$ cat src/verilog/mmap_defines.svh
// address map constants for the memory space decoder
`ifndef MMAP_DEFINES_SVH
`define MMAP_DEFINES_SVH
`define MMAP_SIZE_RESET 8'hCF
`define MMAP_SIZE_SMALL 8'h42
`define MMAP_SIZE_16K 8'h44
`define MMAP_SIZE_24K 8'hC6
`define MMAP_SIZE_32K 8'hC8
`define MMAP_VEC_LAST 16'h003F
`define MMAP_VEC_RESET 16'h0000
`define MMAP_VEC_LVI 16'h0004
`define MMAP_VEC_MAX 16'h0030
`define MMAP_CT_FIRST 16'h0040
`define MMAP_CT_LAST 16'h007F
`define MMAP_OPT_ADDR 16'h0080
`define MMAP_CF_FIRST 16'h0800
`define MMAP_CF_LAST 16'h0FFF
`define MMAP_FL_END_SMALL 16'h3FFF
`define MMAP_FL_END_16K 16'h3FFF
`define MMAP_FL_END_24K 16'h5FFF
`define MMAP_FL_END_32K 16'h7FFF
`define MMAP_RAM_BEG_512 16'hFD00
`define MMAP_RAM_BEG_1K 16'hFB00
`define MMAP_GPR_FIRST 16'hFEE0
`define MMAP_SFR_FIRST 16'hFF00
`endif

$ cat src/verilog/mmap_pkg.sv
// types for the memory space decoder
`default_nettype none
package mmap_pkg;
    typedef enum logic [2:0] {
        MMAP_REG_NONE = 3'b000,
        MMAP_REG_FLASH = 3'b001,
        MMAP_REG_RAM = 3'b010,
        MMAP_REG_GPR = 3'b011,
        MMAP_REG_SFR = 3'b100
    } mmap_region_e;
endpackage
`default_nettype wire

$ cat src/verilog/mmap_decoder.sv
// memory space region decoder with size switching and vector fetch
// How it works
// - one flat 16-bit 64 KB space
// - size select resets to CFH
// - 0000H-003FH is the vector table
// - vector low byte even, high odd
// - reset vector 0000H, sources to 0030H
// - table call entries at 0040H-007FH
// - option byte read at 0080H
// - short direct call targets 0800H-0FFFH
// - flash ends 3FFFH, 5FFFH or 7FFFH
// - RAM ends FEFFH, starts FD00H/FB00H
// - register banks at FEE0H-FEFFH
// - FF00H-FFFFH selects peripheral registers
// - fetches addressed by program counter
// - RAM usable as stack memory
// - reset loads counter from 0000H/0001H
`timescale 1ns/1ns
`default_nettype none
`include "mmap_defines.svh"
module mmap_decoder
    import mmap_pkg::*;
(
    input wire logic core_clk,
    input wire logic rst,
    input wire logic [15:0] addr,
    input wire logic fetch,
    input wire logic size_wr,
    input wire logic [7:0] size_wdata,
    input wire logic [5:0] vec_offset,
    input wire logic vec_req,
    input wire logic [7:0] mem_rdata,
    output logic [7:0] memory_size_select,
    output logic [2:0] region,
    output logic in_vector,
    output logic in_table_call,
    output logic in_option_byte,
    output logic short_call_ok,
    output logic stack_ok,
    output logic fetch_fault,
    output logic unmapped,
    output logic [15:0] vec_addr,
    output logic [15:0] vector,
    output logic vec_done
);
    typedef enum logic [1:0] {
        MMAP_V_IDLE = 2'b00,
        MMAP_V_LOW = 2'b01,
        MMAP_V_HIGH = 2'b10,
        MMAP_V_DONE = 2'b11
    } mmap_vstate_e;

    mmap_vstate_e vstate;
    mmap_vstate_e next_vstate;
    logic [7:0] vec_low;
    logic [15:0] vec_base;
    // reset vector is fetched straight out of reset
    logic boot;

    // flash top and RAM base follow the programmed size
    wire [15:0] flash_end;
    wire [15:0] ram_beg;
    assign flash_end = (memory_size_select == `MMAP_SIZE_32K) ? `MMAP_FL_END_32K :
                       (memory_size_select == `MMAP_SIZE_24K) ? `MMAP_FL_END_24K :
                       (memory_size_select == `MMAP_SIZE_16K) ? `MMAP_FL_END_16K :
                       (memory_size_select == `MMAP_SIZE_SMALL) ? `MMAP_FL_END_SMALL :
                       `MMAP_FL_END_32K;
    assign ram_beg = (memory_size_select == `MMAP_SIZE_16K ||
                      memory_size_select == `MMAP_SIZE_SMALL) ?
                     `MMAP_RAM_BEG_512 : `MMAP_RAM_BEG_1K;

    wire is_flash = addr <= flash_end;
    wire is_sfr = addr >= `MMAP_SFR_FIRST;
    wire is_gpr = addr >= `MMAP_GPR_FIRST && !is_sfr;
    wire is_ram = addr >= ram_beg && !is_gpr && !is_sfr;
    wire [2:0] next_region = is_sfr ? MMAP_REG_SFR :
                             is_gpr ? MMAP_REG_GPR :
                             is_ram ? MMAP_REG_RAM :
                             is_flash ? MMAP_REG_FLASH : MMAP_REG_NONE;
    wire next_in_vector = addr <= `MMAP_VEC_LAST;
    wire next_in_tcall = addr >= `MMAP_CT_FIRST && addr <= `MMAP_CT_LAST;
    wire next_in_opt = addr == `MMAP_OPT_ADDR;
    wire next_scall = addr >= `MMAP_CF_FIRST && addr <= `MMAP_CF_LAST;
    // stack lives in RAM incl banks
    wire next_stack = is_ram || is_gpr;
    // fetch only from flash or plain RAM
    wire next_fault = fetch && !(is_flash || is_ram);

    // offsets past the last source fall back to the reset vector
    wire [15:0] req_base = {10'h000, vec_offset[5:1], 1'b0};
    wire [15:0] clamp_base = (req_base > `MMAP_VEC_MAX) ? `MMAP_VEC_RESET : req_base;

    always_comb begin
        next_vstate = vstate;
        unique case (vstate)
            MMAP_V_IDLE: begin
                if (vec_req || boot) begin
                    next_vstate = MMAP_V_LOW;
                end
            end
            MMAP_V_LOW: next_vstate = MMAP_V_HIGH;
            MMAP_V_HIGH: next_vstate = MMAP_V_DONE;
            MMAP_V_DONE: next_vstate = MMAP_V_IDLE;
        endcase
    end

    always_ff @(posedge core_clk or posedge rst) begin
        if (rst) begin
            memory_size_select <= `MMAP_SIZE_RESET;
        end else if (size_wr) begin
            memory_size_select <= size_wdata;
        end
    end

    always_ff @(posedge core_clk or posedge rst) begin
        if (rst) begin
            region <= MMAP_REG_NONE;
            in_vector <= 1'b0;
            in_table_call <= 1'b0;
            in_option_byte <= 1'b0;
            short_call_ok <= 1'b0;
            stack_ok <= 1'b0;
            fetch_fault <= 1'b0;
            unmapped <= 1'b0;
        end else begin
            region <= next_region;
            in_vector <= next_in_vector;
            in_table_call <= next_in_tcall;
            in_option_byte <= next_in_opt;
            short_call_ok <= next_scall;
            stack_ok <= next_stack;
            fetch_fault <= next_fault;
            unmapped <= next_region == MMAP_REG_NONE;
        end
    end

    always_ff @(posedge core_clk or posedge rst) begin
        if (rst) begin
            vstate <= MMAP_V_IDLE;
            boot <= 1'b1;
            vec_base <= `MMAP_VEC_RESET;
            vec_addr <= `MMAP_VEC_RESET;
            vec_low <= 8'h00;
            vector <= 16'h0000;
            vec_done <= 1'b0;
        end else begin
            vstate <= next_vstate;
            vec_done <= 1'b0;
            if (vstate == MMAP_V_IDLE && (vec_req || boot)) begin
                vec_base <= boot ? `MMAP_VEC_RESET : clamp_base;
                vec_addr <= boot ? `MMAP_VEC_RESET : clamp_base;
                boot <= 1'b0;
            end
            // low byte even, high byte odd
            if (vstate == MMAP_V_LOW) begin
                vec_low <= mem_rdata;
                vec_addr <= vec_base + 16'h0001;
            end
            if (vstate == MMAP_V_HIGH) begin
                vector <= {mem_rdata, vec_low};
                vec_done <= 1'b1;
            end
        end
    end

    property p_size_reset;
        @(posedge core_clk) $fell(rst) |-> memory_size_select == `MMAP_SIZE_RESET;
    endproperty
    a_size_reset: assert property (p_size_reset) else $error("size reset wrong");

    property p_sfr;
        @(posedge core_clk) disable iff (rst)
            (!$past(rst) && $past(addr) >= `MMAP_SFR_FIRST) |-> region == MMAP_REG_SFR;
    endproperty
    a_sfr: assert property (p_sfr) else $error("sfr decode wrong");

    property p_gpr;
        @(posedge core_clk) disable iff (rst)
            (!$past(rst) && $past(addr) >= `MMAP_GPR_FIRST && $past(addr) < `MMAP_SFR_FIRST)
            |-> region == MMAP_REG_GPR;
    endproperty
    a_gpr: assert property (p_gpr) else $error("bank decode wrong");

    property p_vec;
        @(posedge core_clk) disable iff (rst)
            !$past(rst) |-> in_vector == ($past(addr) <= `MMAP_VEC_LAST);
    endproperty
    a_vec: assert property (p_vec) else $error("vector window wrong");

    property p_tcall;
        @(posedge core_clk) disable iff (rst)
            !$past(rst) |-> in_table_call == ($past(addr) >= `MMAP_CT_FIRST &&
                                              $past(addr) <= `MMAP_CT_LAST);
    endproperty
    a_tcall: assert property (p_tcall) else $error("table call window wrong");

    property p_scall;
        @(posedge core_clk) disable iff (rst)
            !$past(rst) |-> short_call_ok == ($past(addr) >= `MMAP_CF_FIRST &&
                                              $past(addr) <= `MMAP_CF_LAST);
    endproperty
    a_scall: assert property (p_scall) else $error("short call window wrong");

    property p_flash32;
        @(posedge core_clk) disable iff (rst)
            ($past(memory_size_select) == `MMAP_SIZE_32K && $past(addr) == `MMAP_FL_END_32K)
            |-> region == MMAP_REG_FLASH;
    endproperty
    a_flash32: assert property (p_flash32) else $error("flash end wrong");

    property p_ram512;
        @(posedge core_clk) disable iff (rst)
            ($past(memory_size_select) == `MMAP_SIZE_16K &&
             $past(addr) == `MMAP_RAM_BEG_512 - 16'h0001)
            |-> region == MMAP_REG_NONE;
    endproperty
    a_ram512: assert property (p_ram512) else $error("ram base wrong");

    property p_vec_order;
        @(posedge core_clk) disable iff (rst)
            vstate == MMAP_V_LOW |=> vec_addr[0] ##1 (vec_done && vector[7:0] == $past(vec_low));
    endproperty
    a_vec_order: assert property (p_vec_order) else $error("vector byte order wrong");

    property p_boot;
        @(posedge core_clk) $fell(rst) |-> ##1 vec_addr == `MMAP_VEC_RESET ##2 vec_done;
    endproperty
    a_boot: assert property (p_boot) else $error("reset vector not fetched");
endmodule
`default_nettype wire

$ cat config.mk
export PLATFORM = sky130hd
export DESIGN_NAME = mmap_decoder
export DESIGN_NICKNAME = d
export VERILOG_FILES = /design/src/verilog/mmap_pkg.sv /design/src/verilog/mmap_decoder.sv
export VERILOG_INCLUDE_DIRS = /design/src /design/src/verilog
export SDC_FILE = /design/constraint.sdc
export NUM_CORES = 1
export LEC_CHECK = 0
export BUFFER_PORTS_ARGS = -buffer_cell sky130_fd_sc_hd__buf_2
export CAP_MARGIN = 30
export CORE_MARGIN = 5
export CORE_UTILIZATION = 42
export CTS_BUF_LIST = sky130_fd_sc_hd__clkbuf_8
export DETAILED_ROUTE_END_ITERATION = 10
export GPL_TIMING_DRIVEN = 0
export PLACE_DENSITY = 0.76
export SLEW_MARGIN = 0
export SYNTH_ARGS = -nofsm -noshare
export SYNTH_HDL_FRONTEND = slang
export SYNTH_SLANG_ARGS = --single-unit
$ cat constraint.sdc
create_clock -name core_clk -period 1.84 [get_ports core_clk]
set_input_delay 0.092 -clock core_clk [delete_from_list [all_inputs] [get_ports core_clk]]
set_output_delay 0.092 -clock core_clk [all_outputs]
set_load 0.02 [all_outputs]
# Word-level counts from Yosys, hierarchy flattened
# Index checks and enable logic that the tools add are counted.
# word_totals
register_bits	78
inputBits	43
out_inout_bits	51
wordCells	69
# classes
add_sub_neg	1
magnitude_cmp	10
n_eq_ne	9
n_mux	16
n_reduce_logical	17
# ops
cell	count
two-way mux 15 bit	4
greater-or-equal comparator 16 bit (second input constant)	2
two-way mux 16 bit	2
adder 16 x 1 -> 16 bit (second input constant)	1
equality test 16 x 8 -> 1 bit (second input constant)	1
equality test 8 x 7 -> 1 bit (second input constant)	2
equality test 8 bit (second input constant)	2
greater-or-equal comparator 16 x 12 -> 1 bit (second input constant)	1
greater-or-equal comparator 16 bit	1
greater-or-equal comparator 16 x 7 -> 1 bit (second input constant)	1
less-or-equal comparator 16 x 12 -> 1 bit (second input constant)	1
less-or-equal comparator 16 x 15 -> 1 bit	1
less-or-equal comparator 16 x 6 -> 1 bit (second input constant)	1
less-or-equal comparator 16 x 7 -> 1 bit (second input constant)	1
two-way mux 6 bit	2
two-way mux 11 bit	1
one-hot mux 2 bit (4 select lines)	1
logical AND 1 bit	7
greater-than comparator 6 bit (second input constant)	1
two-way mux 2 bit	3
equality test 2 bit (second input constant)	2
logical OR 1 bit	4
zero test 1 bit	3
zero test 3 bit	1
6 further kinds	7

# Logic depth before layout (Yosys ltp)
# Gate-level depths: netlist of run 1.
# depth
ltp_word	11
mapped_depth	9
ltp_nobuf	9

# Least setup slack after synthesis of run 1
# OpenSTA, ideal clock, no wires.
# synth_timing
path_kind	flip-flop to flip-flop
startpoint	register memory_size_select[3]
endpoint	register fetch_fault
setup_time_ns	0.120
arrival_time_ns	1.843
required_time_ns	1.720
setup_slack_ns	-0.122
stages_incl_launch_ff	9
n_path_buf	0
period_less_slack_ns	1.962
cell_sequence	dfstp_2 > nor4_1 > and2_1 > and4_1 > ha_1 > nand4_1 > nor4b_2 > a31oi_1 > and3_1
# synth_between
elab_chain_cells	9
word_cells_on_any_way	17
cone_classes	2 x order compare; 4 x eq/ne; 5 x mux; 6 x reduce/logical
# synth_lines
item	line	source
start: declaration	mmap_decoder.sv:33	output logic [7:0] memory_size_select,
start signal: assignment	mmap_decoder.sv:109	memory_size_select <= `MMAP_SIZE_RESET;
start signal: assignment	mmap_decoder.sv:111	memory_size_select <= size_wdata;
equality test 8 x 7 -> 1 bit (no source line)	--	
two-way mux 15 bit (no source line) / logical OR 1 bit (equally long branches)	--	
two-way mux 15 bit (no source line) / two-way mux 11 bit (equally long branches)	--	
two-way mux 15 bit (no source line) / greater-or-equal comparator 16 bit (equally long branches)	--	
two-way mux 15 bit (no source line) / logical AND 1 bit (equally long branches)	--	
less-or-equal comparator 16 x 15 -> 1 bit / logical AND 1 bit (equally long branches)	mmap_decoder.sv:72, mmap_decoder.sv:75	
logical OR 1 bit (*)	mmap_decoder.sv:87	wire next_fault = fetch && !(is_flash || is_ram);
zero test 1 bit (*)	mmap_decoder.sv:87	
logical AND 1 bit (*)	mmap_decoder.sv:87	
named net next_fault	mmap_decoder.sv:87	
end signal: assignment	mmap_decoder.sv:132	fetch_fault <= next_fault;
end: declaration	mmap_decoder.sv:40	output logic fetch_fault,
# Mark *: on every way through the listed nets, which the timed path passes. The rest lies on a longest branch.
# A chain may end at the register's enable or synchronous reset.

# Worst setup path in the final report of run 1
# Ends and elaborated chain as after synthesis.

==> results.cfg, run 1 <==
[clocking]
cts_tree = built
cts_buffers = 9
cts.clk_slew.worst_paths_ns = 0.06
clock_sinks = 57
root_buffer = clkbuf_8
clock_path_buffers = 2
htree_num_levels = 3
clk_latency_ns = 0.33

[critical_path]
crit_arrival_ns = 2.25
rr_endpoint = fetch_fault$_DFF_PP0_
regToRegStartpoint = memory_size_select[3]$_DFFE_PP1P_
path_max_fanout = 3
worstRegToRegCells = 10
critPathLaunchType = flip-flop
worstSetupPathType = flip-flop to flip-flop
required_ns = 2.06
rrSetupSlack_ns = -0.19
worstSetupEndpointType = flip-flop
crit_path_end = fetch_fault$_DFF_PP0_
critPathLaunch = memory_size_select[3]$_DFFE_PP1P_

[synthesis]
yosys.cell_types.count = 45
yosysWarnings = 0
netlist.area_leader.share_pct = 49.1
seq_area_frac_synth_pct = 56.4
synth_enable_flop_cells = 0
ys_ff_latch = 57
synth_area_per_cell_um2 = 13.2
synth_async_sr_flop_share_pct = 100
synth_ff_type = dfrtp_1
yosys.area.top_type = dfrtp_1
synthTopCellsByArea = dfrtp_1, mux2_2, dfstp_2
syn_area_mm2 = 0.00255
synth_cells = 193

[routing]
dr.pass1.iters = 4
ant_nets = 0
vias_per_cell = 4.88
drtIter0Drc = 27
drcViolationCount = 0
wirelength_um = 5780
dr_total_vias = 1943
routedWlPerCell_um = 14.5

[grt]
grt_pass1_vias = 2025
grt_max_degree = 40
grt_use_total_pct = 16.0
antenna_found_initial = 0
grt_pass1_wl_um = 9360
grt_remaining_overflow = 0

[power]
ir_drop_v = 0.000801
p_per_area_mw_per_mm2 = 1360
finalPower_mw = 4.87
p_leak_nw = 1.71

[sta]
hold_viol = 0
rsz0062_at_grt = true
finalCriticalPeriod_ns = 2.03
finalMaxSlewViolations = 0
setup_ws_ns = -0.193
min_period_over_period_pct = 110
fin_tns_setup_ns = -0.775
fin_skew_ns = 0.00720
fmax_mhz = 492
finalSetupViolCount = 5

[cells_and_area]
instances_no_fill = 398
area_delta_synth_final_pct = 41.0
layout-drive-gt1-share_pct = 54.8
antenna_cells = 0
layout.nets = 368

[place]
portBuffers = 80
dp_hpwl_um = 4060
dp.cells = 358
place.gp.congestion = 0.868

[die]
core_mm2 = 0.00592
die_x_um = 87.9
ios = 94
die_h_um = 87.9
start_util_pct = 43.0
fp.dieArea_mm2 = 0.00772
num_rows = 28

[outcome]
violations = setup timing
status = finished, violations left

[hold_path]
min_path_type = input pin to flip-flop

[flow_run]
drv_cap = 0
[layer usage]
metal	share of wire (%)	track usage (%)
met1	39	17.8
met2	54	28.8
met4	1.9	7.95
met3	5.9	3.39
met5	0	0
[kinds of logic (layout without fill, tap and decap cells)]
logic type,after synthesis,in the layout,share of synthesized area [%]
AND/OR/NAND/NOR,42,42,9.88
multiplexers,32,32,14.2
XOR/XNOR,1,1,0.344
adder cells (fa/ha/maj),7,7,3.44
flip-flops,57,57,56.4
AO/OA/AOI/OAI,31,31,10.5
other,1,10,0.147
buffers and inverters,22,143,5.21
[cell type report]
cell class | instances | area (µm²)
Fill cell | 490 | 2330
Buffer | 17 | 114
Multi-Input combinational cell | 123 | 1090
Sequential cell | 57 | 1440
Timing Repair Buffer | 105 | 651
Inverter | 5 | 18.8
Clock buffer | 10 | 138
Clock inverter | 6 | 51.3
Tap cell | 75 | 93.8
[stage by stage]
| stage | area (µm²) | setup slack (ns) | utilization (%) | hold WS, ns |
|---|---|---|---|---|
| after floorplan | 2590 | -0.107 | - | 0.162 |
| final | 3590 | -0.193 | 60.6 | 0.0194 |
| after global routing | 3590 | -0.300 | 60.6 | 0.00591 |
| after detailed placement | 3110 | -0.343 | 52.5 | 0.115 |
| after global placement | 3090 | -0.464 | 52.2 | 0.308 |
| after CTS | 3570 | -0.253 | 60.3 | 0.0000263 |
[Yosys cell counts, drive strengths merged, types with 3 or more instances]
cell and n:
dfrtp 50, mux2 32, buf 15, nand2 14, dfstp 7, ha 7, nor2 7, o21ai 7
inv 5, nor4 4, a22o 3, a22oi 3, nand4 3, nor3b 3, o31ai 3
[worst min path at each step]
| stage | slack [ns] | startpoint | cells after the start | end |
|---|---|---|---|---|
| floorplan | 0.16 | addr[7] | 1 | in_table_call$_DFF_PP0_ |
| detailed placement | 0.12 | rst | 2 | vector[10]$_DFFE_PP0P_ |
| CTS | 0.00003 | addr[1] | 4 | in_option_byte$_DFF_PP0_ |
| finish | 0.02 | mem_rdata[2] | 2 | vec_low[2]$_DFFE_PP0P_ |
| global placement | 0.31 | addr[7] | 2 | in_table_call$_DFF_PP0_ |
| global route | 0.006 | mem_rdata[5] | 2 | vector[13]$_DFFE_PP0P_ |
[cell usage in the layout, fill, tap and decap left out, types with 6 or more instances in the layout]
master         synthesis  routed
ha_1                   7       6
dfrtp_1               50      49
nor2_1                 6       6
mux2_2                32      32
clkbuf_8               0      10
nand2_1               14      12
conb_1                 1      10
dlygate4sd3_1          0      20
buf_4                 10      14
inv_1                  5       6
buf_2                  4      84
dfstp_2                7       7
[sequential cells by signal, indices dropped and copies added, names as in the netlist]
| signal | flops |
|---|---|
| vstate | 2 |
| short_call_ok | 1 |
| stack_ok | 1 |
| vec_addr | 6 |
| fetch_fault | 1 |
| boot | 1 |
| in_vector | 1 |
| memory_size_select | 8 |
| vec_base | 5 |
| in_table_call | 1 |
| vector | 16 |
| vec_low | 8 |
| region | 3 |
| vec_done | 1 |
| in_option_byte | 1 |
| unmapped | 1 |
[critical path, stage by stage (launching register included)]
cell      delay [ns]
dfstp_2         0.38
nor4_4          0.28
and2_4          0.19
nor3b_4         0.19
buf_4           0.14
inv_2           0.04
ha_4            0.27
nand3_4         0.07
nand2_4         0.08
o311ai_1        0.09
and3_1          0.19
[power breakdown]
part	leakage, nW	switching (mW)	internal, mW
logic	0.916	0.984	0.853
registers	0.686	0.210	1.70
clock network	0.110	0.478	0.643
[repair_timing]
| item | in CTS | in global routing |
|---|---|---|
| hold buffers | 20 | 0 |
| gates resized for setup | 10 | 2 |
| setup endpoints to repair | 5 | 5 |
| endpoints found under the hold margin | 39 | 0 |
| pin swaps | 8 | 4 |
| buffers inserted | 3 | 1 |
Power figures use the tool's default switching activity.
==> inputs of run 2 (changes only) <==
--- a/config.mk
+++ b/config.mk
@@ -13,7 +13,8 @@
 export CTS_BUF_LIST = sky130_fd_sc_hd__clkbuf_8
 export DETAILED_ROUTE_END_ITERATION = 10
 export GPL_TIMING_DRIVEN = 0
-export PLACE_DENSITY = 0.76
+export PLACE_DENSITY = 0.8
+export RECOVER_POWER = 50
 export SLEW_MARGIN = 0
 export SYNTH_ARGS = -nofsm -noshare
 export SYNTH_HDL_FRONTEND = slang
==> results.cfg, run 2 (synthesis gave the netlist of run 1 again) <==
[critical_path]
required_ns = 2.05
worstSetupEndpointType = flip-flop
critPathMaxStageDelay_ns = 0.38
cp_top_family = simple AND/OR/NAND/NOR gates
worstSetupPathType = flip-flop to flip-flop
crit_arrival_ns = 2.31
crit_chain = nor4_4 > and2_4 > nor3b_4 > ha_4 > nand4_1 > nor4b_2 > a31oi_1 > a21boi_2
path_max_fanout = 3
critPathLaunchType = flip-flop
slowest_stage = dfstp_2
worstPathBufferInverterCount = 0

[flow_run]
drv_cap = 0

[clocking]
root_buffer = clkbuf_8
htree_num_levels = 3
clock_sinks = 57
clock_path_buffers = 2
clk_latency_ns = 0.33
cts_tree = built
cts.clk_slew.worst_paths_ns = 0.06
cts_buffers = 9

[sta]
rsz0062_at_grt = true
relSlewSlack_pct = 28.8
finalMaxSlewViolations = 0
fin_tns_setup_ns = -1.15
setup_ws_ns = -0.266
finalSetupViolCount = 5
hold_viol = 0
tightest_slew_ns = 1.07
min_period_over_period_pct = 114
fin_skew_ns = 0.00626
finalCriticalPeriod_ns = 2.11
fmax_mhz = 475

[cells_and_area]
layout-drive-gt1-share_pct = 53.9
area_delta_synth_final_pct = 41.0
final_common_cell = buf_2
top_regs = vector: 16 flops, memory_size_select: 8 flops, vec_low: 8 flops
layout.nets = 367
layout_common_cells = buf_2, dfrtp_1, mux2_2, dlygate4sd3_1, buf_4
fillCellCount = 489
largest_reg_flops = 16
instances_no_fill = 396
final_util_pct = 60.6
antenna_cells = 0
largest_register = vector

[place]
post-place-ws_ns = -0.274
portBuffers = 80
dp.cells = 358
place.gp.congestion = 0.800
dp_hpwl_um = 4070

[grt]
grt_use_total_pct = 16.2
grt_pass1_vias = 2091
grt_max_degree = 32
grt_pass1_wl_um = 9500
antenna_found_initial = 0
grt_remaining_overflow = 0

[die]
die_h_um = 87.9
die_x_um = 87.9
fp.dieArea_mm2 = 0.00772
start_util_pct = 43.0
core_mm2 = 0.00592
num_rows = 28
ios = 94

[hold_path]
min_path_type = input pin to flip-flop

[routing]
ant_nets = 0
routedWlPerCell_um = 14.8
drtIter0Drc = 23
wirelength_um = 5850
dr_total_vias = 1961
drcViolationCount = 0
vias_per_cell = 4.95
dr.pass1.iters = 4

[outcome]
status = finished, violations left
violations = setup timing

[power]
p_leak_nw = 1.70
finalPower_mw = 4.83
ir_drop_v = 0.000717
p_per_area_mw_per_mm2 = 1340
run 2: area by class of cell:
cell class	count	area (µm²)	share of cell area, %
Buffer	17	114	3.17
Clock buffer	9	124	3.45
Clock inverter	6	52.6	1.46
Inverter	5	18.8	0.523
Multi-Input combinational cell	123	1110	30.8
Sequential cell	57	1440	40.0
Tap cell	75	93.8	2.61
Timing Repair Buffer	104	643	17.9
run 2: per-stage QoR:
step | hold slack, ns | cell area, µm²
floorplan | 0.162 | 2590
global placement | 0.302 | 3090
detailed placement | 0.193 | 3110
CTS | 0.00342 | 3540
global route | 0.0126 | 3590
finish | 0.0227 | 3590
run 2: path summary, 6_finish.rpt:
check                                                  start                       end  slack, ns  depth (start not counted)
max reg2reg                memory_size_select[3]$_DFFE_PP1P_        unmapped$_DFF_PP0_      -0.27                          8
min reg2reg                          vec_addr[0]$_DFFE_PP0P_   vec_addr[0]$_DFFE_PP0P_       0.49                          1
min                                             mem_rdata[0]    vec_low[0]$_DFFE_PP0P_       0.02                          2
max in group asynchronous                                rst          boot$_DFFE_PP1P_       0.48                          4
max                        memory_size_select[3]$_DFFE_PP1P_        unmapped$_DFF_PP0_      -0.27                          8
min in group asynchronous                                rst  in_option_byte$_DFF_PP0_       0.58                          3
run 2: worst register-to-register path, stage by stage, from the launching register on:
cell and delay [ns]:
dfstp_2 0.38, nor4_4 0.28, and2_4 0.19, nor3b_4 0.24
ha_4 0.16, nand4_1 0.08, nor4b_2 0.31, a31oi_1 0.17
a21boi_2 0.18
run 2: timing repair:
item | in CTS | in global routing
pin swaps | 10 | 6
resized for setup | 9 | 5
hold buffers | 20 | 0
endpoints found under the hold margin | 42 | 0
setup endpoints to repair | 5 | 5
buffers inserted | 2 | 1
run 2: power breakdown:
part / total [mW] / internal (mW) / switching, mW
registers: 1.93 / 1.70 / 0.228
clock network: 1.06 / 0.600 / 0.465
logic: 1.83 / 0.850 / 0.983
run 2: per-layer routing:
metal,track usage (%),vias to the layer above,part of all wire (%)
met1,17.0,944,38
li1,-,934,-
met2,29.9,71,54
met3,5.55,12,6.8
met5,0,-,0
met4,5.44,0,1.7
